**src/inc/flash_seq_defs.svh**
```systemverilog
// Purpose: Named constants for the flash self-programming sequencer.
// Assumes: 50 MHz system clock, APB register window with byte addresses.
// Notes: Definitions only; included by bare name.
`ifndef FLASH_SEQ_DEFS_SVH
`define FLASH_SEQ_DEFS_SVH

// ==========================================================
// Register byte addresses
`define ADDR_CTRL 8'h00
`define ADDR_PTR_LO 8'h04
`define ADDR_PTR_HI 8'h08
`define ADDR_DATA_LO 8'h0c
`define ADDR_DATA_HI 8'h10
`define ADDR_LOCK 8'h14

// ==========================================================
// Control register fields
`define CTRL_OPEN 0
`define CTRL_RELEASE 4
`define CTRL_BUSY 6
`define CTRL_IE 7
`define CMD_LSB 0
`define CMD_MSB 4
`define CMD_LOAD 5'h01
`define CMD_ERASE 5'h03
`define CMD_WRITE 5'h05
`define CMD_LOCK 5'h09
`define CMD_RELEASE 5'h11

// ==========================================================
// Pointer and data fields
`define WORD_LSB 1
`define PAGE_LSB 6
`define DATA_LOCK_LO 4
`define DATA_LOCK_HI 5
`define LOCK_RESET 2'h3
`define ERASED_WORD 16'hffff

// ==========================================================
// Timing
`define ARM_CYCLES 3'h4
`define CLK_PERIOD_NS 20
`define PROG_TIME_MIN_NS 3700000
`define PROG_TIME_MAX_NS 4500000
`define PROG_CYCLES ((`PROG_TIME_MIN_NS + `CLK_PERIOD_NS - 1) / `CLK_PERIOD_NS)

`endif

```
**src/inc/flash_seq_pkg.sv**
```systemverilog
// Purpose: Types shared by the flash self-programming sequencer.
// Assumes: Compiled before any design file.
// Notes: Constants live in flash_seq_defs.svh.
package flash_seq_pkg;

   // ==========================================================
   // Sequencer states, Gray coded along idle, armed, busy
   typedef enum logic [1:0]
   {
      SEQ_IDLE = 2'h0,
      SEQ_ARMED = 2'h1,
      SEQ_BUSY = 2'h3
   } seq_state_t;

endpackage

```
**src/hdl/prog_timer.sv**
```systemverilog
// Purpose: Times one flash programming operation.
// Assumes: start is a one-cycle pulse given only while idle.
// Notes: done is a one-cycle pulse on the last cycle of the operation.
`timescale 1ns/1ns
`default_nettype none

module prog_timer
#(
   parameter int unsigned CYCLES = 185000
)
(
   input wire logic clk_sys,
   input wire logic rst,
   input wire logic start,
   output logic done,
   output logic running
);

   localparam int unsigned CW = $clog2(CYCLES + 1);

   logic [CW-1:0] remain;

   // ==========================================================
   // Down counter
   always_ff @(posedge clk_sys or posedge rst)
   begin
      if (rst)
      begin
         remain <= '0;
         running <= 1'b0;
         done <= 1'b0;
      end
      else
      begin
         done <= 1'b0;
         if (start && !running)
         begin
            remain <= CW'(CYCLES - 1);
            running <= 1'b1;
         end
         else if (running)
         begin
            if (remain == CW'(1))
            begin
               done <= 1'b1;
            end
            if (remain == '0)
            begin
               running <= 1'b0;
            end
            else
            begin
               remain <= remain - CW'(1);
            end
         end
      end
   end

endmodule // prog_timer

`default_nettype wire

```
**src/hdl/flash_self_program_sequencer.sv**
```systemverilog
// Purpose: Flash self-programming sequencer with APB registers and page buffer.
// Assumes: CPU strobes come from logic on clk_sys; flash array is outside.
// Notes: Programming time uses the minimum figure, rounded up to whole clock cycles.
`timescale 1ns/1ns
`default_nettype none

`include "flash_seq_defs.svh"

module flash_self_program_sequencer
#(
   parameter int unsigned ADDR_BITS = 14,
   parameter int unsigned PAGE_WORDS = 32,
   parameter logic [13:0] BOOT_START = 14'h3800,
   parameter logic [13:0] STALL_START = 14'h3800,
   parameter int unsigned PROG_CYCLES = `PROG_CYCLES
)
(
   input wire logic clk_sys,
   input wire logic rst,
   input wire logic psel,
   input wire logic penable,
   input wire logic pwrite,
   input wire logic [7:0] paddr,
   input wire logic [31:0] pwdata,
   output logic [31:0] prdata,
   output logic pready,
   output logic pslverr,
   input wire logic spmExec,
   input wire logic lpmExec,
   input wire logic execInBoot,
   input wire logic vectorsInApp,
   input wire logic eepromWrite,
   input wire logic [15:0] flashRdWord,
   output logic [ADDR_BITS-1:0] flashRdAddr,
   output logic [7:0] lpmData,
   output logic lpmValid,
   output logic lpmDenied,
   output logic flashErase,
   output logic flashLock,
   output logic [1:0] flashLockBits,
   output logic [ADDR_BITS-1:0] flashPage,
   output logic flashWrEn,
   output logic [4:0] flashWrIdx,
   output logic [15:0] flashWrData,
   output logic spmDenied,
   output logic cpuHalt,
   output logic rwwReadBlock,
   output logic appIntMask,
   output logic spmIrq
);

   // ==========================================================
   // Declarations
   logic [7:0] pointerLowReg;
   logic [7:0] pointerHighReg;
   logic [7:0] dataLow;
   logic [7:0] dataHigh;
   logic selfProgOpEnable;
   logic [4:0] cmdBits;
   logic intEnable;
   logic sectionBusyFlag;
   logic bootProtectHi;
   logic bootProtectLo;
   flash_seq_pkg::seq_state_t state;
   logic [2:0] armCnt;
   logic [4:0] activeCmd;
   logic [15:0] pageBuf [0:PAGE_WORDS-1];
   logic [PAGE_WORDS-1:0] bufValid;
   logic streaming;
   logic [4:0] streamIdx;
   logic timerDone;
   logic timerRunning;
   logic apbWr;
   logic ctrlWr;
   logic [4:0] wrCmd;
   logic armReq;
   logic spmTaken;
   logic startOp;
   logic denyOp;
   logic [ADDR_BITS-1:0] ptrWord;
   logic lpmBlocked;
   logic lpmPending;
   logic lpmByteSel;
   logic lpmDeny;

   // ==========================================================
   // Address helpers
   function automatic logic [ADDR_BITS-1:0] wordOf(input logic [15:0] z);
      wordOf = z[`WORD_LSB +: ADDR_BITS];
   endfunction

   function automatic logic inBoot(input logic [ADDR_BITS-1:0] w);
      inBoot = (w >= BOOT_START[ADDR_BITS-1:0]);
   endfunction

   function automatic logic inStall(input logic [ADDR_BITS-1:0] w);
      inStall = (w >= STALL_START[ADDR_BITS-1:0]);
   endfunction

   assign ptrWord = wordOf({pointerHighReg, pointerLowReg});
   assign apbWr = psel && penable && pready && pwrite;
   assign ctrlWr = apbWr && (paddr == `ADDR_CTRL);
   assign wrCmd = pwdata[`CMD_MSB:`CMD_LSB];
   // An EEPROM write blocks arming; one that begins after arming does not stop the flash command.
   assign armReq = ctrlWr && pwdata[`CTRL_OPEN] && !eepromWrite && state != flash_seq_pkg::SEQ_BUSY;
   assign spmTaken = (state == flash_seq_pkg::SEQ_ARMED) && spmExec;
   assign denyOp = (cmdBits != `CMD_LOCK) && (cmdBits != `CMD_RELEASE) && (cmdBits != `CMD_LOAD)
      && inBoot(ptrWord) && !bootProtectLo;
   assign startOp = spmTaken && !denyOp
      && (cmdBits == `CMD_ERASE || cmdBits == `CMD_WRITE || cmdBits == `CMD_LOCK);

   // ==========================================================
   // APB slave: zero-wait, pready high in the access phase
   always_ff @(posedge clk_sys or posedge rst)
   begin
      if (rst)
      begin
         pready <= 1'b0;
         pslverr <= 1'b0;
         prdata <= 32'h0000_0000;
      end
      else
      begin
         pready <= psel && !penable;
         if (psel && !penable)
         begin
            pslverr <= 1'b0;
            case (paddr)
               `ADDR_CTRL: prdata <= {24'h000000, intEnable, sectionBusyFlag, 1'b0, cmdBits[4:1],
                  selfProgOpEnable};
               `ADDR_PTR_LO: prdata <= {24'h000000, pointerLowReg};
               `ADDR_PTR_HI: prdata <= {24'h000000, pointerHighReg};
               `ADDR_DATA_LO: prdata <= {24'h000000, dataLow};
               `ADDR_DATA_HI: prdata <= {24'h000000, dataHigh};
               `ADDR_LOCK: prdata <= {30'h00000000, bootProtectHi, bootProtectLo};
               default:
               begin
                  prdata <= 32'h0000_0000;
                  pslverr <= 1'b1;
               end
            endcase
         end
      end
   end

   // ==========================================================
   // Pointer and data registers
   always_ff @(posedge clk_sys or posedge rst)
   begin
      if (rst)
      begin
         pointerLowReg <= 8'h00;
         pointerHighReg <= 8'h00;
         dataLow <= 8'h00;
         dataHigh <= 8'h00;
      end
      else if (apbWr)
      begin
         if (paddr == `ADDR_PTR_LO)
         begin
            pointerLowReg <= pwdata[7:0];
         end
         if (paddr == `ADDR_PTR_HI)
         begin
            pointerHighReg <= pwdata[7:0];
         end
         if (paddr == `ADDR_DATA_LO)
         begin
            dataLow <= pwdata[7:0];
         end
         if (paddr == `ADDR_DATA_HI)
         begin
            dataHigh <= pwdata[7:0];
         end
      end
   end

   // ==========================================================
   // Command sequencer
   always_ff @(posedge clk_sys or posedge rst)
   begin
      if (rst)
      begin
         state <= flash_seq_pkg::SEQ_IDLE;
         selfProgOpEnable <= 1'b0;
         cmdBits <= 5'h00;
         armCnt <= 3'h0;
         activeCmd <= 5'h00;
         flashPage <= '0;
         spmDenied <= 1'b0;
      end
      else
      begin
         spmDenied <= 1'b0;
         case (state)
            flash_seq_pkg::SEQ_IDLE, flash_seq_pkg::SEQ_ARMED:
            begin
               if (spmTaken && !armReq)
               begin
                  spmDenied <= denyOp;
                  if (startOp)
                  begin
                     state <= flash_seq_pkg::SEQ_BUSY;
                     activeCmd <= cmdBits;
                     flashPage <= ptrWord;
                  end
                  else
                  begin
                     state <= flash_seq_pkg::SEQ_IDLE;
                     selfProgOpEnable <= 1'b0;
                     cmdBits <= 5'h00;
                  end
               end
               else if (armReq)
               begin
                  state <= flash_seq_pkg::SEQ_ARMED;
                  selfProgOpEnable <= 1'b1;
                  cmdBits <= wrCmd;
                  armCnt <= `ARM_CYCLES;
               end
               else if (state == flash_seq_pkg::SEQ_ARMED)
               begin
                  if (armCnt == 3'h1)
                  begin
                     state <= flash_seq_pkg::SEQ_IDLE;
                     selfProgOpEnable <= 1'b0;
                     cmdBits <= 5'h00;
                  end
                  armCnt <= armCnt - 3'h1;
               end
            end
            flash_seq_pkg::SEQ_BUSY:
            begin
               if (timerDone)
               begin
                  state <= flash_seq_pkg::SEQ_IDLE;
                  selfProgOpEnable <= 1'b0;
                  cmdBits <= 5'h00;
               end
            end
            default:
            begin
               state <= flash_seq_pkg::SEQ_IDLE;
               selfProgOpEnable <= 1'b0;
               cmdBits <= 5'h00;
            end
         endcase
      end
   end

   prog_timer
   #(
      .CYCLES(PROG_CYCLES)
   )
   opTimer
   (
      .clk_sys(clk_sys),
      .rst(rst),
      .start(startOp),
      .done(timerDone),
      .running(timerRunning)
   );

   // ==========================================================
   // Interrupt enable and section busy flag
   always_ff @(posedge clk_sys or posedge rst)
   begin
      if (rst)
      begin
         intEnable <= 1'b0;
         sectionBusyFlag <= 1'b0;
      end
      else
      begin
         if (ctrlWr)
         begin
            intEnable <= pwdata[`CTRL_IE];
         end
         // The set is placed last so it wins over a release in the same cycle.
         if (ctrlWr && pwdata[`CTRL_RELEASE] && state != flash_seq_pkg::SEQ_BUSY)
         begin
            sectionBusyFlag <= 1'b0;
         end
         if (startOp && cmdBits != `CMD_LOCK)
         begin
            sectionBusyFlag <= 1'b1;
         end
      end
   end

   // ==========================================================
   // Lock bits: only ever programmed towards zero from software
   always_ff @(posedge clk_sys or posedge rst)
   begin
      if (rst)
      begin
         bootProtectHi <= 1'(`LOCK_RESET >> 1);
         bootProtectLo <= 1'(`LOCK_RESET);
         flashLock <= 1'b0;
         flashLockBits <= `LOCK_RESET;
      end
      else
      begin
         flashLock <= 1'b0;
         if (startOp && cmdBits == `CMD_LOCK)
         begin
            bootProtectHi <= bootProtectHi & dataLow[`DATA_LOCK_HI];
            bootProtectLo <= bootProtectLo & dataLow[`DATA_LOCK_LO];
            flashLockBits <= {bootProtectHi & dataLow[`DATA_LOCK_HI],
               bootProtectLo & dataLow[`DATA_LOCK_LO]};
            flashLock <= 1'b1;
         end
      end
   end

   // ==========================================================
   // Temporary page buffer
   always_ff @(posedge clk_sys)
   begin
      if (spmTaken && !armReq && cmdBits == `CMD_LOAD)
      begin
         pageBuf[ptrWord[4:0]] <= {dataHigh, dataLow};
      end
   end

   always_ff @(posedge clk_sys or posedge rst)
   begin
      if (rst)
      begin
         bufValid <= '0;
      end
      else if ((timerDone && activeCmd == `CMD_WRITE)
         || (ctrlWr && pwdata[`CTRL_RELEASE] && state != flash_seq_pkg::SEQ_BUSY))
      begin
         bufValid <= '0;
      end
      else if (eepromWrite && (|bufValid))
      begin
         bufValid <= '0;
      end
      else if (spmTaken && !armReq && cmdBits == `CMD_LOAD)
      begin
         bufValid[ptrWord[4:0]] <= 1'b1;
      end
   end

   // ==========================================================
   // Flash strobes; a page write streams the buffer, unloaded slots stay erased
   always_ff @(posedge clk_sys or posedge rst)
   begin
      if (rst)
      begin
         flashErase <= 1'b0;
         flashWrEn <= 1'b0;
         flashWrIdx <= 5'h00;
         flashWrData <= `ERASED_WORD;
         streaming <= 1'b0;
         streamIdx <= 5'h00;
      end
      else
      begin
         flashErase <= startOp && cmdBits == `CMD_ERASE;
         flashWrEn <= streaming;
         flashWrIdx <= streamIdx;
         flashWrData <= bufValid[streamIdx] ? pageBuf[streamIdx] : `ERASED_WORD;
         if (startOp && cmdBits == `CMD_WRITE)
         begin
            streaming <= 1'b1;
            streamIdx <= 5'h00;
         end
         else if (streaming)
         begin
            streamIdx <= streamIdx + 5'h01;
            if (streamIdx == 5'(PAGE_WORDS - 1))
            begin
               streaming <= 1'b0;
            end
         end
      end
   end

   // ==========================================================
   // CPU-side status outputs
   always_ff @(posedge clk_sys or posedge rst)
   begin
      if (rst)
      begin
         cpuHalt <= 1'b0;
         rwwReadBlock <= 1'b0;
         appIntMask <= 1'b0;
         spmIrq <= 1'b0;
      end
      else
      begin
         // Halt and block come up the cycle after the start and drop with the timer.
         cpuHalt <= (startOp && cmdBits != `CMD_LOCK && inStall(ptrWord))
            || (cpuHalt && !timerDone);
         rwwReadBlock <= (startOp && cmdBits != `CMD_LOCK) || (rwwReadBlock && !timerDone);
         appIntMask <= !bootProtectHi && execInBoot && vectorsInApp;
         spmIrq <= intEnable && !selfProgOpEnable;
      end
   end

   // ==========================================================
   // Load-program reads, byte addressed
   assign lpmBlocked = inBoot(wordOf({pointerHighReg, pointerLowReg})) && !bootProtectHi
      && !execInBoot;
   assign lpmDeny = lpmBlocked || (sectionBusyFlag && !inStall(ptrWord));

   always_ff @(posedge clk_sys or posedge rst)
   begin
      if (rst)
      begin
         flashRdAddr <= '0;
         lpmPending <= 1'b0;
         lpmByteSel <= 1'b0;
         lpmValid <= 1'b0;
         lpmDenied <= 1'b0;
         lpmData <= 8'h00;
      end
      else
      begin
         lpmPending <= lpmExec && !lpmDeny;
         lpmValid <= lpmPending;
         lpmDenied <= lpmExec && lpmDeny;
         if (lpmExec)
         begin
            flashRdAddr <= ptrWord;
            lpmByteSel <= pointerLowReg[0];
         end
         if (lpmPending)
         begin
            lpmData <= lpmByteSel ? flashRdWord[15:8] : flashRdWord[7:0];
         end
      end
   end

endmodule // flash_self_program_sequencer

`default_nettype wire

```
**config.mk**
```make
export PLATFORM = sky130hd
export DESIGN_NAME = flash_self_program_sequencer
export DESIGN_NICKNAME = d
export VERILOG_FILES = /design/src/inc/flash_seq_pkg.sv /design/src/hdl/prog_timer.sv /design/src/hdl/flash_self_program_sequencer.sv
export VERILOG_INCLUDE_DIRS = /design/src /design/src/inc
export SDC_FILE = /design/constraint.sdc
export NUM_CORES = 1
export LEC_CHECK = 0
export ABC_AREA = 0
export BUFFER_PORTS_ARGS = -buffer_cell sky130_fd_sc_hd__buf_2
export CORE_MARGIN = 8
export CORE_UTILIZATION = 61
export DETAILED_ROUTE_END_ITERATION = 10
export PLACE_DENSITY = 0.78
export SLEW_MARGIN = 5
export SYNTH_ARGS = -nofsm -noshare
export SYNTH_HDL_FRONTEND = slang
export SYNTH_SLANG_ARGS = --single-unit
export TNS_END_PERCENT = 30
```
**constraint.sdc**
```tcl
create_clock -name clk_sys -period 8.8 [get_ports clk_sys]
set_input_delay 1.76 -clock clk_sys [delete_from_list [all_inputs] [get_ports clk_sys]]
set_output_delay 1.76 -clock clk_sys [all_outputs]
set_load 0.005 [all_outputs]
```
Yosys cells after proc, flatten, opt, wreduce, memory -nomap -nowiden
Memories as Yosys holds them, arrays and structs flattened.
Index checks and enable logic that the tools add are counted.
Cells by class
  add/sub/neg operators: 3
  $lt $le $gt $ge: 4
  equal/unequal tests: 24
  muxes and demuxes: 55
  bitwise operators: 4
  reductions and logical operators: 76
Operators by type and width (count)
  $mux W32: 3
  $mux W18: 3
  $pmux W8 S6: 1
  $mux W5: 8
  $logic_and A1 B1 Y1: 38
  $or A32 B32 Y32: 1
  $reduce_or A32 Y1: 1
  $mux W1: 25
  $eq A18 B1 Y1 const B: 1
  $logic_not A18 Y1: 1
  $sub A18 B1 Y18 const B: 1
  $eq A8 B4 Y1 const B: 2
  $eq A8 B5 Y1 const B: 2
  $mux W16: 1
  $ge A14 B14 Y1 const B: 1
  $logic_not A1 Y1: 12
  $lt A5 B6 Y1 const B: 2
  $mux W2: 6
  $eq A5 B3 Y1 const B: 2
  $pmux W5 S2: 1
  $reduce_and A2 Y1: 5
  $reduce_and A3 Y1: 3
  $eq A8 B3 Y1 const B: 1
  $logic_not A8 Y1: 1
  32 further kinds: 44
Storage, ports and cells
  flip-flop bits (word level): 215
  bits in writable memories: 512
  input bits: 66
  output and inout bits: 103
  memories kept: 1
Memory list
  pageBuf: words 32, width 16, read ports 1, clocked after memory_dff 0, wr ports 1, line flash_self_program_sequencer.sv:67  | logic [15:0] pageBuf [0:PAGE_WORDS-1];

Logic depth before layout (Yosys ltp)
Gate-level depths: netlist of the first run.
  depth after elaboration: 13
  gate-level depth with buffers: 9
  gate-level depth less buffers: 7

Hierarchy
From an unflattened synthesis of the first run, not the netlist that was laid out.
Unflattened totals
  cell total of the unflattened synthesis: 1574
  area, all modules: 28185.8 sq um
Modules (own cells, without submodules)
  flash_self_program_sequencer: instances 1, cells an instance 1451, area an instance 27022.2 sq um
  prog_timer: instances 1, cells an instance 123, area an instance 1163.6 sq um

Worst setup path after synthesis of the first run
OpenSTA, ideal clock, no wires.
  path type: input -> register
  start point: in pwrite
  end point: mem pageBuf[24][0], enable pin
  data arrival time: 3.483 ns
  path slack: 4.928 ns
  stages on the path: 7
  buffers on the path: 2
  cells stage by stage: and4_1 > buf_2 > nand4b_1 > or2_1 > buf_2 > nand3_1 > nor2_1
On the way
  longest elaborated chain between the ends: 10
Ends and longest elaborated chain
  from (decl): line flash_self_program_sequencer.sv:22  | input wire logic pwrite,
  $logic_and A1 B1 Y1: line flash_self_program_sequencer.sv:101  | assign apbWr = psel && penable && pready && pwrite;
  $logic_and A1 B1 Y1: line flash_self_program_sequencer.sv:102  | assign ctrlWr = apbWr && (paddr == `ADDR_CTRL);
  $logic_and A1 B1 Y1 (3 in a row): line flash_self_program_sequencer.sv:105  | assign armReq = ctrlWr && pwdata[`CTRL_OPEN] && !eepromWrite && state != flash_seq_pkg::SEQ_BUSY;
  $logic_not A1 Y1: line flash_self_program_sequencer.sv:320  | if (spmTaken && !armReq && cmdBits == `CMD_LOAD)
  $logic_and A1 B1 Y1: line flash_self_program_sequencer.sv:320
  $logic_and A1 B1 Y1 (no line)
  $mux W1: line flash_self_program_sequencer.sv:320
  $mux W1 (implied by the code): line flash_self_program_sequencer.sv:322  | pageBuf[ptrWord[4:0]] <= {dataHigh, dataLow};
  to (decl): line flash_self_program_sequencer.sv:67
No other way between the ends.

Worst setup path after layout of the first run
  start point: in pwrite
  end point: mem pageBuf[29][13], enable pin
Same word-level chain as after synthesis.

==> results.sh, run 1 <==
export IMPL_outcome="complete, no violations"
export IMPL_relSlewSlack_pct=16.7
export IMPL_yosysSeqAreaShare_pct=71.4
export IMPL_r2r_setup_slack_ps=4990
export IMPL_finalHoldViolations=0
export IMPL_critical_path_endpoint="pageBuf[29][13]"
export IMPL_placement_io_buffers=120
export IMPL_grt_pass1_vias=15863
export IMPL_synth_top_area_share_pct=54.5
export IMPL_cp_top_family="simple AND/OR/NAND/NOR gates"
export IMPL_synthTopCellsByArea="edfxtp_1, dfrtp_1, mux4_2"
export IMPL_drt_pass1_iterations=5
export IMPL_core_area_um2=45500
export IMPL_cp_depth=7
export IMPL_p_total_mw=6.34
export IMPL_worstSetupPathType="primary input to register"
export IMPL_max_slew_worst_pin_slew_ps=1250
export IMPL_startpoint="pwrite"
export IMPL_viasPerCell=6.44
export IMPL_whs_ps=472
export IMPL_final_nets=1875
export IMPL_cp_max_fo=9
export IMPL_clockBufferDepth=3
export IMPL_io_pins=169
export IMPL_critPathSlowestCell="nor2_1"
export IMPL_gp_congestion=0.854
export IMPL_r2r_start="streamIdx[1]"
export IMPL_fmax_mhz=240
export IMPL_drive_above_1_share_pct=25.9
export IMPL_yosysUniqueCellTypes=81
export IMPL_grt_met1_usage_pct=32.5
export IMPL_fin_worst_skew_ps=18.9
export IMPL_ant_nets=0
export IMPL_timing_rr_end="flashWrData[10]"
export IMPL_fin_area_um2=31500
export IMPL_via_count=15791
export IMPL_max_vdd_ir_drop_mv=0.159
export IMPL_rsz0062_at_grt="false"
export IMPL_synth_edff_count=512
export IMPL_dieHeight_um=231
export IMPL_gr_usage_all_layers_pct=24.2
export IMPL_cts_root_buffer="clkbuf_16"
export IMPL_reg2reg_depth=6
export IMPL_clock_sinks=701
export IMPL_first_iter_violations=1633
export IMPL_post_route_period_util_pct=47.4
export IMPL_critPathRequiredTime_ps=9060
export IMPL_cts_tree="yes"
export IMPL_setup_viol=0
export IMPL_synth_commonest_cells="edfxtp_1, dfrtp_1, nor2_1, mux4_2, a21oi_1"
export IMPL_clkTransAtPathRegs_ps=60
export IMPL_cpPeakStageDelay_ps=930
export IMPL_async_flop_share_pct=27.0
export IMPL_synth_most_common_cell="edfxtp_1"
export IMPL_antenna_found_initial=0
export IMPL_p_per_area_nw_per_um2=201
export IMPL_critPathCaptureType="register"
export IMPL_gr_total_overflow=0
export IMPL_crit_chain="buf_2 > and4_1 > nand4b_1 > or2_1 > nand3_1 > nor2_1 > buf_4"
export IMPL_syn_area_um2=28200
export IMPL_synthCells=1654
export IMPL_dp_hpwl_um=39500
export IMPL_clk_latency_ps=580
export IMPL_ys_warn_count=0
export IMPL_cp_start_kind="primary input"
export IMPL_hold_path_class="register to register"
export IMPL_dpl_cell_area_um2=29400
export IMPL_grt_max_degree=127
export IMPL_finalMaxSlewViolations=0
export IMPL_ys_ff_latch=701
export IMPL_grt_util_met2_pct=38.3
export IMPL_synth_ff_type="edfxtp_1"
export IMPL_crit_arrival_ps=4440
export IMPL_cts_setup_buffers=0
export IMPL_wirelength_um=64900
export IMPL_initial_core_util_pct=62.0
export IMPL_wire_per_inst_um=26.4
export IMPL_grt_pass1_wl_um=97500
export IMPL_top_usage_layer="met2"
export IMPL_synth_area_per_cell_um2=17.1
export IMPL_die_area_um2=53400
export IMPL_num_rows=78
export IMPL_drv_cap=0
export IMPL_post_cts_resized=0
export IMPL_grtUsageMet3_pct=4.73
export IMPL_synth_top_area_cell="edfxtp_1"
export IMPL_cts_buffers=69
export IMPL_dp_slack_ps=4030
export IMPL_drc_errors=0
export IMPL_fin_crit_ps=4170
export IMPL_area_growth_pct=11.7
export IMPL_die_width_um=231
export IMPL_path_buf_inv=2
export IMPL_cts_htree_levels=3
export IMPL_p_leak_nw=12.9
export IMPL_worst_slack_ps=4630
export IMPL_postCtsHoldBufs=0
export IMPL_setup_tns_ps=0
==> area by class of cell <==
type / count / area (um2)
flip-flops and latches: 701 / 20100
fillers: 2926 / 14000
multi-input cells: 840 / 7460
clock buffers: 100 / 1940
repair buffers: 170 / 976
well taps: 600 / 751
clock inverters: 21 / 160
inverters: 20 / 82.6
diodes: 1 / 2.50
==> cells by family after synthesis <==
logic type	after synthesis	share of synthesized area (%)
compound gates	267	6.67
flops	701	71.4
simple gates	312	6.12
mux	223	12.8
buf+inv	136	2.52
other cells	1	0.0133
xor+xnor	7	0.217
fa+ha+maj	7	0.311
==> per-layer routing <==
metal	share of wire, %	vias to the layer above
met4	4.1	2
met1	39	8095
li1	-	6768
met3	8.3	155
met2	49	771
met5	0.035	-
==> flip-flops by register name (all words and copies together), names as in the netlist, 2 cells and up <==
signal and cells:
pointerHighReg 8, pointerLowReg 8, lpmData 8, prdata 8, flashWrIdx 5, activeCmd 5
flashWrData 16, armCnt 3, flashRdAddr 14, opTimer.remain 18, flashLockBits 2, bufValid 32
dataHigh 8, flashPage 14, state 2, cmdBits 5, streamIdx 5, dataLow 8
pageBuf 512
==> placed cells by master (no fill, tap or decap), drive strengths merged, types with 18 or more instances in the layout <==
master  count
a211oi     43
a21oi      69
dfstp      18
mux2i      57
nor2b      41
clkbuf    100
a22o       18
buf       170
edfxtp    512
dfrtp     171
nand2      35
nor2      108
conb       24
a22oi      29
inv        20
nor4       26
mux2       68
mux4       98
==> power by group <==
group | internal (mW) | leakage [nW] | total [mW] | switching [mW]
registers | 3.52 | 8.19 | 3.53 | 0.00753
clock network | 1.59 | 1.02 | 2.76 | 1.17
logic | 0.0178 | 3.70 | 0.0592 | 0.0414
total | 5.12 | 12.9 | 6.34 | 1.22
==> worst min-delay path by stage <==
stage,from,end,slack (ps),cells past startpoint
after floorplan,streaming,flashWrEn,350,0
after global placement,activeCmd[0],activeCmd[0],450,1
after detailed placement,activeCmd[0],activeCmd[0],460,1
after CTS,activeCmd[0],activeCmd[0],480,1
after global routing,activeCmd[0],activeCmd[0],500,1
final,activeCmd[0],activeCmd[0],470,1
==> metrics by stage <==
stage / std cells / utilization (%)
final: 2453 / 69.3
after global routing: 2452 / 69.3
after CTS: 2452 / 69.3
after detailed placement: 2331 / 64.6
after global placement: 2331 / 64.6
after floorplan: 1677 / -
(Power assumes the default switching activity.)
==> run 2, diff against run 1 <==
--- a/config.mk
+++ b/config.mk
@@ -6,7 +6,7 @@
 export SDC_FILE = /design/constraint.sdc
 export NUM_CORES = 1
 export LEC_CHECK = 0
-export ABC_AREA = 0
+export ABC_AREA = 1
 export BUFFER_PORTS_ARGS = -buffer_cell sky130_fd_sc_hd__buf_2
 export CORE_MARGIN = 8
 export CORE_UTILIZATION = 61
==> constraint.sdc (replaced) <==
create_clock -name clk_sys -period 3.98 [get_ports clk_sys]
set_input_delay 0.796 -clock clk_sys [delete_from_list [all_inputs] [get_ports clk_sys]]
set_output_delay 0.796 -clock clk_sys [all_outputs]
set_load 0.005 [all_outputs]
==> results.sh, run 2 <==
export IMPL_outcome="complete, no violations"
export IMPL_cp_start_kind="register"
export IMPL_yosysUniqueCellTypes=43
export IMPL_post_route_period_util_pct=70.9
export IMPL_cp_depth=10
export IMPL_synth_top_area_cell="edfxtp_1"
export IMPL_critical_path_endpoint="flashWrData[13]"
export IMPL_postCtsHoldBufs=0
export IMPL_register_area_um2=20100
export IMPL_dp_cells=3560
export IMPL_synth_top_family_by_area="simple AND/OR/NAND/NOR gates"
export IMPL_synth_compound_area_share_pct=7.28
export IMPL_ys_warn_count=0
export IMPL_grt_pass1_vias=21599
export IMPL_clock_sinks=701
export IMPL_cpPeakStageDelay_ps=450
export IMPL_synth_xor_area_share_pct=0.262
export IMPL_fin_worst_skew_ps=20.4
export IMPL_setup_viol=0
export IMPL_muxShareOfSynthArea_pct=0
export IMPL_reg2reg_depth=10
export IMPL_drv_cap=0
export IMPL_multi_input_area_um2=8480
export IMPL_core_area_um2=48700
export IMPL_cp_max_fo=36
export IMPL_r2r_start="streamIdx[2]"
export IMPL_r2r_setup_slack_ps=1160
export IMPL_max_vdd_ir_drop_mv=0.347
export IMPL_wirelength_um=76800
export IMPL_viasPerCell=5.96
export IMPL_final_cell_mix="nand2_1, edfxtp_1, nor2_1"
export IMPL_synthCells=2855
export IMPL_worstSetupPathType="register to register"
export IMPL_p_leak_nw=14.5
export IMPL_max_slew_worst_pin_slew_ps=1040
export IMPL_startpoint="streamIdx[2]"
export IMPL_drive_above_1_share_pct=12.3
export IMPL_final_cells=3691
export IMPL_antenna_found_initial=4
export IMPL_synth_area_per_cell_um2=10.5
export IMPL_syn_area_um2=30000
export IMPL_fmax_mhz=354
export IMPL_num_rows=81
export IMPL_yosys_area_share_simple_pct=20.0
export IMPL_path_buf_inv=3
export IMPL_area_growth_pct=11.7
export IMPL_io_pins=169
export IMPL_synth_top_area_share_pct=51.2
export IMPL_rsz0062_at_grt="false"
export IMPL_cts_root_buffer="clkbuf_16"
export IMPL_crit_arrival_ps=3340
export IMPL_finalHoldViolations=0
export IMPL_clkTransAtPathRegs_ps=60
export IMPL_first_iter_violations=2311
export IMPL_whs_ps=387
export IMPL_cp_top_family="simple AND/OR/NAND/NOR gates"
export IMPL_setup_tns_ps=0
export IMPL_synth_edff_count=512
export IMPL_drt_pass1_iterations=6
export IMPL_post_cts_resized=0
export IMPL_async_flop_share_pct=27.0
export IMPL_yosysSeqAreaShare_pct=67.0
export IMPL_cts_htree_levels=3
export IMPL_synth_most_common_cell="nand2_1"
export IMPL_drc_errors=0
export IMPL_die_area_um2=56600
export IMPL_timing_rr_end="flashWrData[13]"
export IMPL_crit_chain="buf_4 > inv_4 > nand2_2 > inv_2 > nand2_1 > nand2_1 > nor2_1 > nand2_1 > nand2_1 > nand2_1"
export IMPL_antenna_cells=0
export IMPL_critPathRequiredTime_ps=4500
export IMPL_dp_hpwl_um=45200
export IMPL_grt_pass1_wl_um=118000
export IMPL_cts_setup_buffers=0
export IMPL_synthTopCellsByArea="edfxtp_1, dfrtp_1, nand2_1"
export IMPL_cts_tree="yes"
export IMPL_fin_crit_ps=2820
export IMPL_p_per_area_nw_per_um2=439
export IMPL_wire_per_inst_um=20.8
export IMPL_largest_register_ff_count=512
export IMPL_critPathCaptureType="register"
export IMPL_relSlewSlack_pct=30.5
export IMPL_synth_fa_ha_area_share_pct=0.292
export IMPL_critPathMostFrequentCell="nand2_1"
export IMPL_hold_path_class="primary input to asynchronous set/reset pin"
export IMPL_nFillCells=3379
export IMPL_grt_max_degree=151
export IMPL_dieHeight_um=238
export IMPL_synth_ff_type="edfxtp_1"
export IMPL_ys_ff_latch=701
export IMPL_final_nets=3043
export IMPL_gr_usage_all_layers_pct=26.9
export IMPL_via_count=21996
export IMPL_placement_io_buffers=120
export IMPL_gr_total_overflow=0
export IMPL_clk_latency_ps=620
export IMPL_finalMaxSlewViolations=0
export IMPL_critPathSlowestCell="dfrtp_1"
export IMPL_initial_core_util_pct=61.6
export IMPL_layout_commonest_cell="nand2_1"
export IMPL_gp_congestion=0.920
export IMPL_synth_commonest_cells="nand2_1, edfxtp_1, nor2_1, o21ai_0, nand3_1"
export IMPL_cts_buffers=72
export IMPL_ant_nets=0
export IMPL_clockBufferDepth=3
export IMPL_die_width_um=238
-- run 2: kinds of logic after synthesis --
family / Yosys count
xor+xnor: 9
buf+inv: 304
compound gates: 410
flops: 701
fa+ha+maj: 7
other cells: 1
simple gates: 1423
-- run 2: metal layers --
layer  part of all wire (%)  global-route usage [%]
met4                    5.3                    14.3
met1                     38                    33.8
met3                    8.8                    5.06
met2                     48                    44.4
met5                  0.016                       0
-- run 2: worst min-delay path by stage --
stage	from	to
after global routing	pwdata[2]	cmdBits[2]
final	rst	flashPage[7]
after global placement	activeCmd[0]	activeCmd[0]
after floorplan	lpmPending	lpmValid
after CTS	pwdata[2]	cmdBits[2]
after detailed placement	activeCmd[0]	activeCmd[0]
-- run 2: cell type report --
| class | instances | area share [%] |
|---|---|---|
| sequential | 701 | 60.0 |
| clock buffer | 94 | 6.08 |
| tap | 664 | 2.48 |
| timing repair buffer | 192 | 3.62 |
| multi-input combinational | 1873 | 25.3 |
| clock inverter | 37 | 1.05 |
| inverter | 130 | 1.49 |
-- run 2: per-stage QoR --
stage / cell area, um2 / power (mW) / setup WS, ps / utilization, %
2_1_floorplan: 30100 / 8.04 / 764 / -
3_5_place_dp: 31200 / 8.10 / 1110 / 63.9
5_1_grt: 33500 / 15.1 / 1040 / 68.8
6_report: 33500 / 14.7 / 1160 / 68.8
3_3_place_gp: 31200 / 8.09 / 1180 / 63.9
4_1_cts: 33500 / 14.8 / 1160 / 68.8
-- run 2: where the power goes --
part	total, mW	internal, mW	switching [mW]
combinational	0.153	0.0418	0.111
clock	6.79	4.01	2.78
sequential	7.79	7.78	0.0110
total	14.7	11.8	2.90
==> run 3, diff against run 2 <==
==> constraint.sdc (replaced) <==
create_clock -name clk_sys -period 2.7 [get_ports clk_sys]
set_input_delay 0.54 -clock clk_sys [delete_from_list [all_inputs] [get_ports clk_sys]]
set_output_delay 0.54 -clock clk_sys [all_outputs]
set_load 0.005 [all_outputs]
==> results.sh, run 3 (same netlist as run 2, synthesis figures left out) <==
export IMPL_initial_core_util_pct=61.6
export IMPL_rsz0062_at_grt="false"
export IMPL_final_nets=3056
export IMPL_crit_arrival_ps=3030
export IMPL_worstSetupPathType="register to register"
export IMPL_num_rows=81
export IMPL_whs_ps=113
export IMPL_area_growth_pct=12.2
export IMPL_critPathMostFrequentCell="nand2_1"
export IMPL_clkPwrFrac_pct=45.2
export IMPL_fin_area_um2=33700
export IMPL_max_vdd_ir_drop_mv=0.476
export IMPL_relSlewSlack_pct=46.1
export IMPL_dpl_cell_area_um2=31400
export IMPL_dp_hpwl_um=45300
export IMPL_r2r_start="streamIdx[0]"
export IMPL_critPathRequiredTime_ps=3240
export IMPL_dp_slack_ps=173
export IMPL_final_cell_mix="nand2_1, edfxtp_1, nor2_1"
export IMPL_setup_tns_ps=0
export IMPL_layout_commonest_cell="nand2_1"
export IMPL_postCtsHoldBufs=0
export IMPL_finalHoldViolations=0
export IMPL_fin_worst_skew_ps=38.5
export IMPL_io_pins=169
export IMPL_fmax_mhz=402
export IMPL_pwr_share_comb_pct=1.1
export IMPL_wirelength_um=74700
export IMPL_dieHeight_um=238
export IMPL_grt_pass1_wl_um=116000
export IMPL_pwr_share_seq_pct=53.7
export IMPL_swShare_pct=20.0
export IMPL_drc_errors=0
export IMPL_viasPerCell=5.81
export IMPL_drt_pass1_iterations=8
export IMPL_post_route_period_util_pct=92.1
export IMPL_post_cts_resized=0
export IMPL_cts_buffers=70
export IMPL_max_slew_worst_pin_slew_ps=808
export IMPL_via_count=21497
export IMPL_fin_crit_ps=2490
export IMPL_grt_max_degree=131
export IMPL_ant_nets=0
export IMPL_clock_sinks=701
export IMPL_drive_above_1_share_pct=12.8
export IMPL_clockBufferDepth=3
export IMPL_startpoint="streamIdx[0]"
export IMPL_clk_latency_ps=630
export IMPL_finish_utilization_pct=69.2
export IMPL_critPathSlowestCell="dfrtp_4"
export IMPL_final_cells=3703
export IMPL_cp_start_kind="register"
export IMPL_largest_register_ff_count=512
export IMPL_power_switching_mw=4.27
export IMPL_hold_path_class="primary input to asynchronous set/reset pin"
export IMPL_finalMaxSlewViolations=0
export IMPL_wire_per_inst_um=20.2
export IMPL_outcome="complete, no violations"
export IMPL_antenna_cells=0
export IMPL_cp_max_fo=78
export IMPL_gr_usage_all_layers_pct=26.2
export IMPL_cts_tree="yes"
export IMPL_setup_viol=0
export IMPL_grt_pass1_vias=21392
export IMPL_antenna_found_initial=1
export IMPL_cts_htree_levels=3
export IMPL_die_area_um2=56600
export IMPL_gr_total_overflow=0
export IMPL_cts_setup_buffers=0
export IMPL_placement_io_buffers=120
export IMPL_p_total_mw=21.4
export IMPL_drv_cap=0
export IMPL_p_per_area_nw_per_um2=635
export IMPL_core_area_um2=48700
export IMPL_cpPeakStageDelay_ps=620
export IMPL_cts_root_buffer="clkbuf_16"
export IMPL_gp_congestion=0.947
export IMPL_p_leak_nw=14.5
export IMPL_dp_cells=3575
export IMPL_critPathCaptureType="register"
export IMPL_first_iter_violations=2272
export IMPL_crit_chain="inv_6 > buf_12 > o21ai_0 > o21ai_0 > a21oi_1 > nand2_1 > nand2_1 > nand2_1"
export IMPL_worst_slack_ps=213
export IMPL_die_width_um=238
export IMPL_intPower_mw=17.1
export IMPL_clkTransAtPathRegs_ps=60
[run 3: area by class of cell]
cell class              instances  area [um2]
flip-flops and latches        701       20100
multi-input cells            1873        8480
inverters                     130         499
clock inverters                33         325
fillers                      3389       15000
repair buffers                207        1470
clock buffers                  95        1980
well taps                     664         831
[run 3: worst paths after layout]
| path | to | slack (ps) | cells after the start |
|---|---|---|---|
| max reg2reg | flashWrData[7] | 210 | 8 |
| max in group asynchronous | streamIdx[1] | 1880 | 3 |
| min | flashRdAddr[7] | 110 | 3 |
| min reg2reg | activeCmd[0] | 470 | 2 |
| max | flashWrData[7] | 210 | 8 |
| min in group clk_sys | appIntMask | 150 | 3 |
[run 3: power groups by stage]
stage                     Combinational (mW)  Clock, mW  Sequential [mW]
after global placement                 0.219          0             11.7
after CTS                              0.228       9.78             11.5
after detailed placement               0.228          0             11.7
after floorplan                        0.139          0             11.7
after global routing                   0.252       10.2             11.5
final                                  0.226       9.68             11.5
[run 3: layer usage]
| layer | GRT usage [%] | up-vias | routed length [um] |
|---|---|---|---|
| met5 | 0 | - | 13 |
| met4 | 14.0 | 2 | 3810 |
| met3 | 4.74 | 208 | 6620 |
| met2 | 42.6 | 1094 | 35400 |
| met1 | 33.5 | 10264 | 28900 |
| li1 | - | 9929 | - |
[run 3: critical path, delay by kind of cell, from the launching register on]
kind | cells | cell delay, ps
compound gates | 3 | 610
buf+inv | 2 | 840
flops | 1 | 620
simple gates | 3 | 330
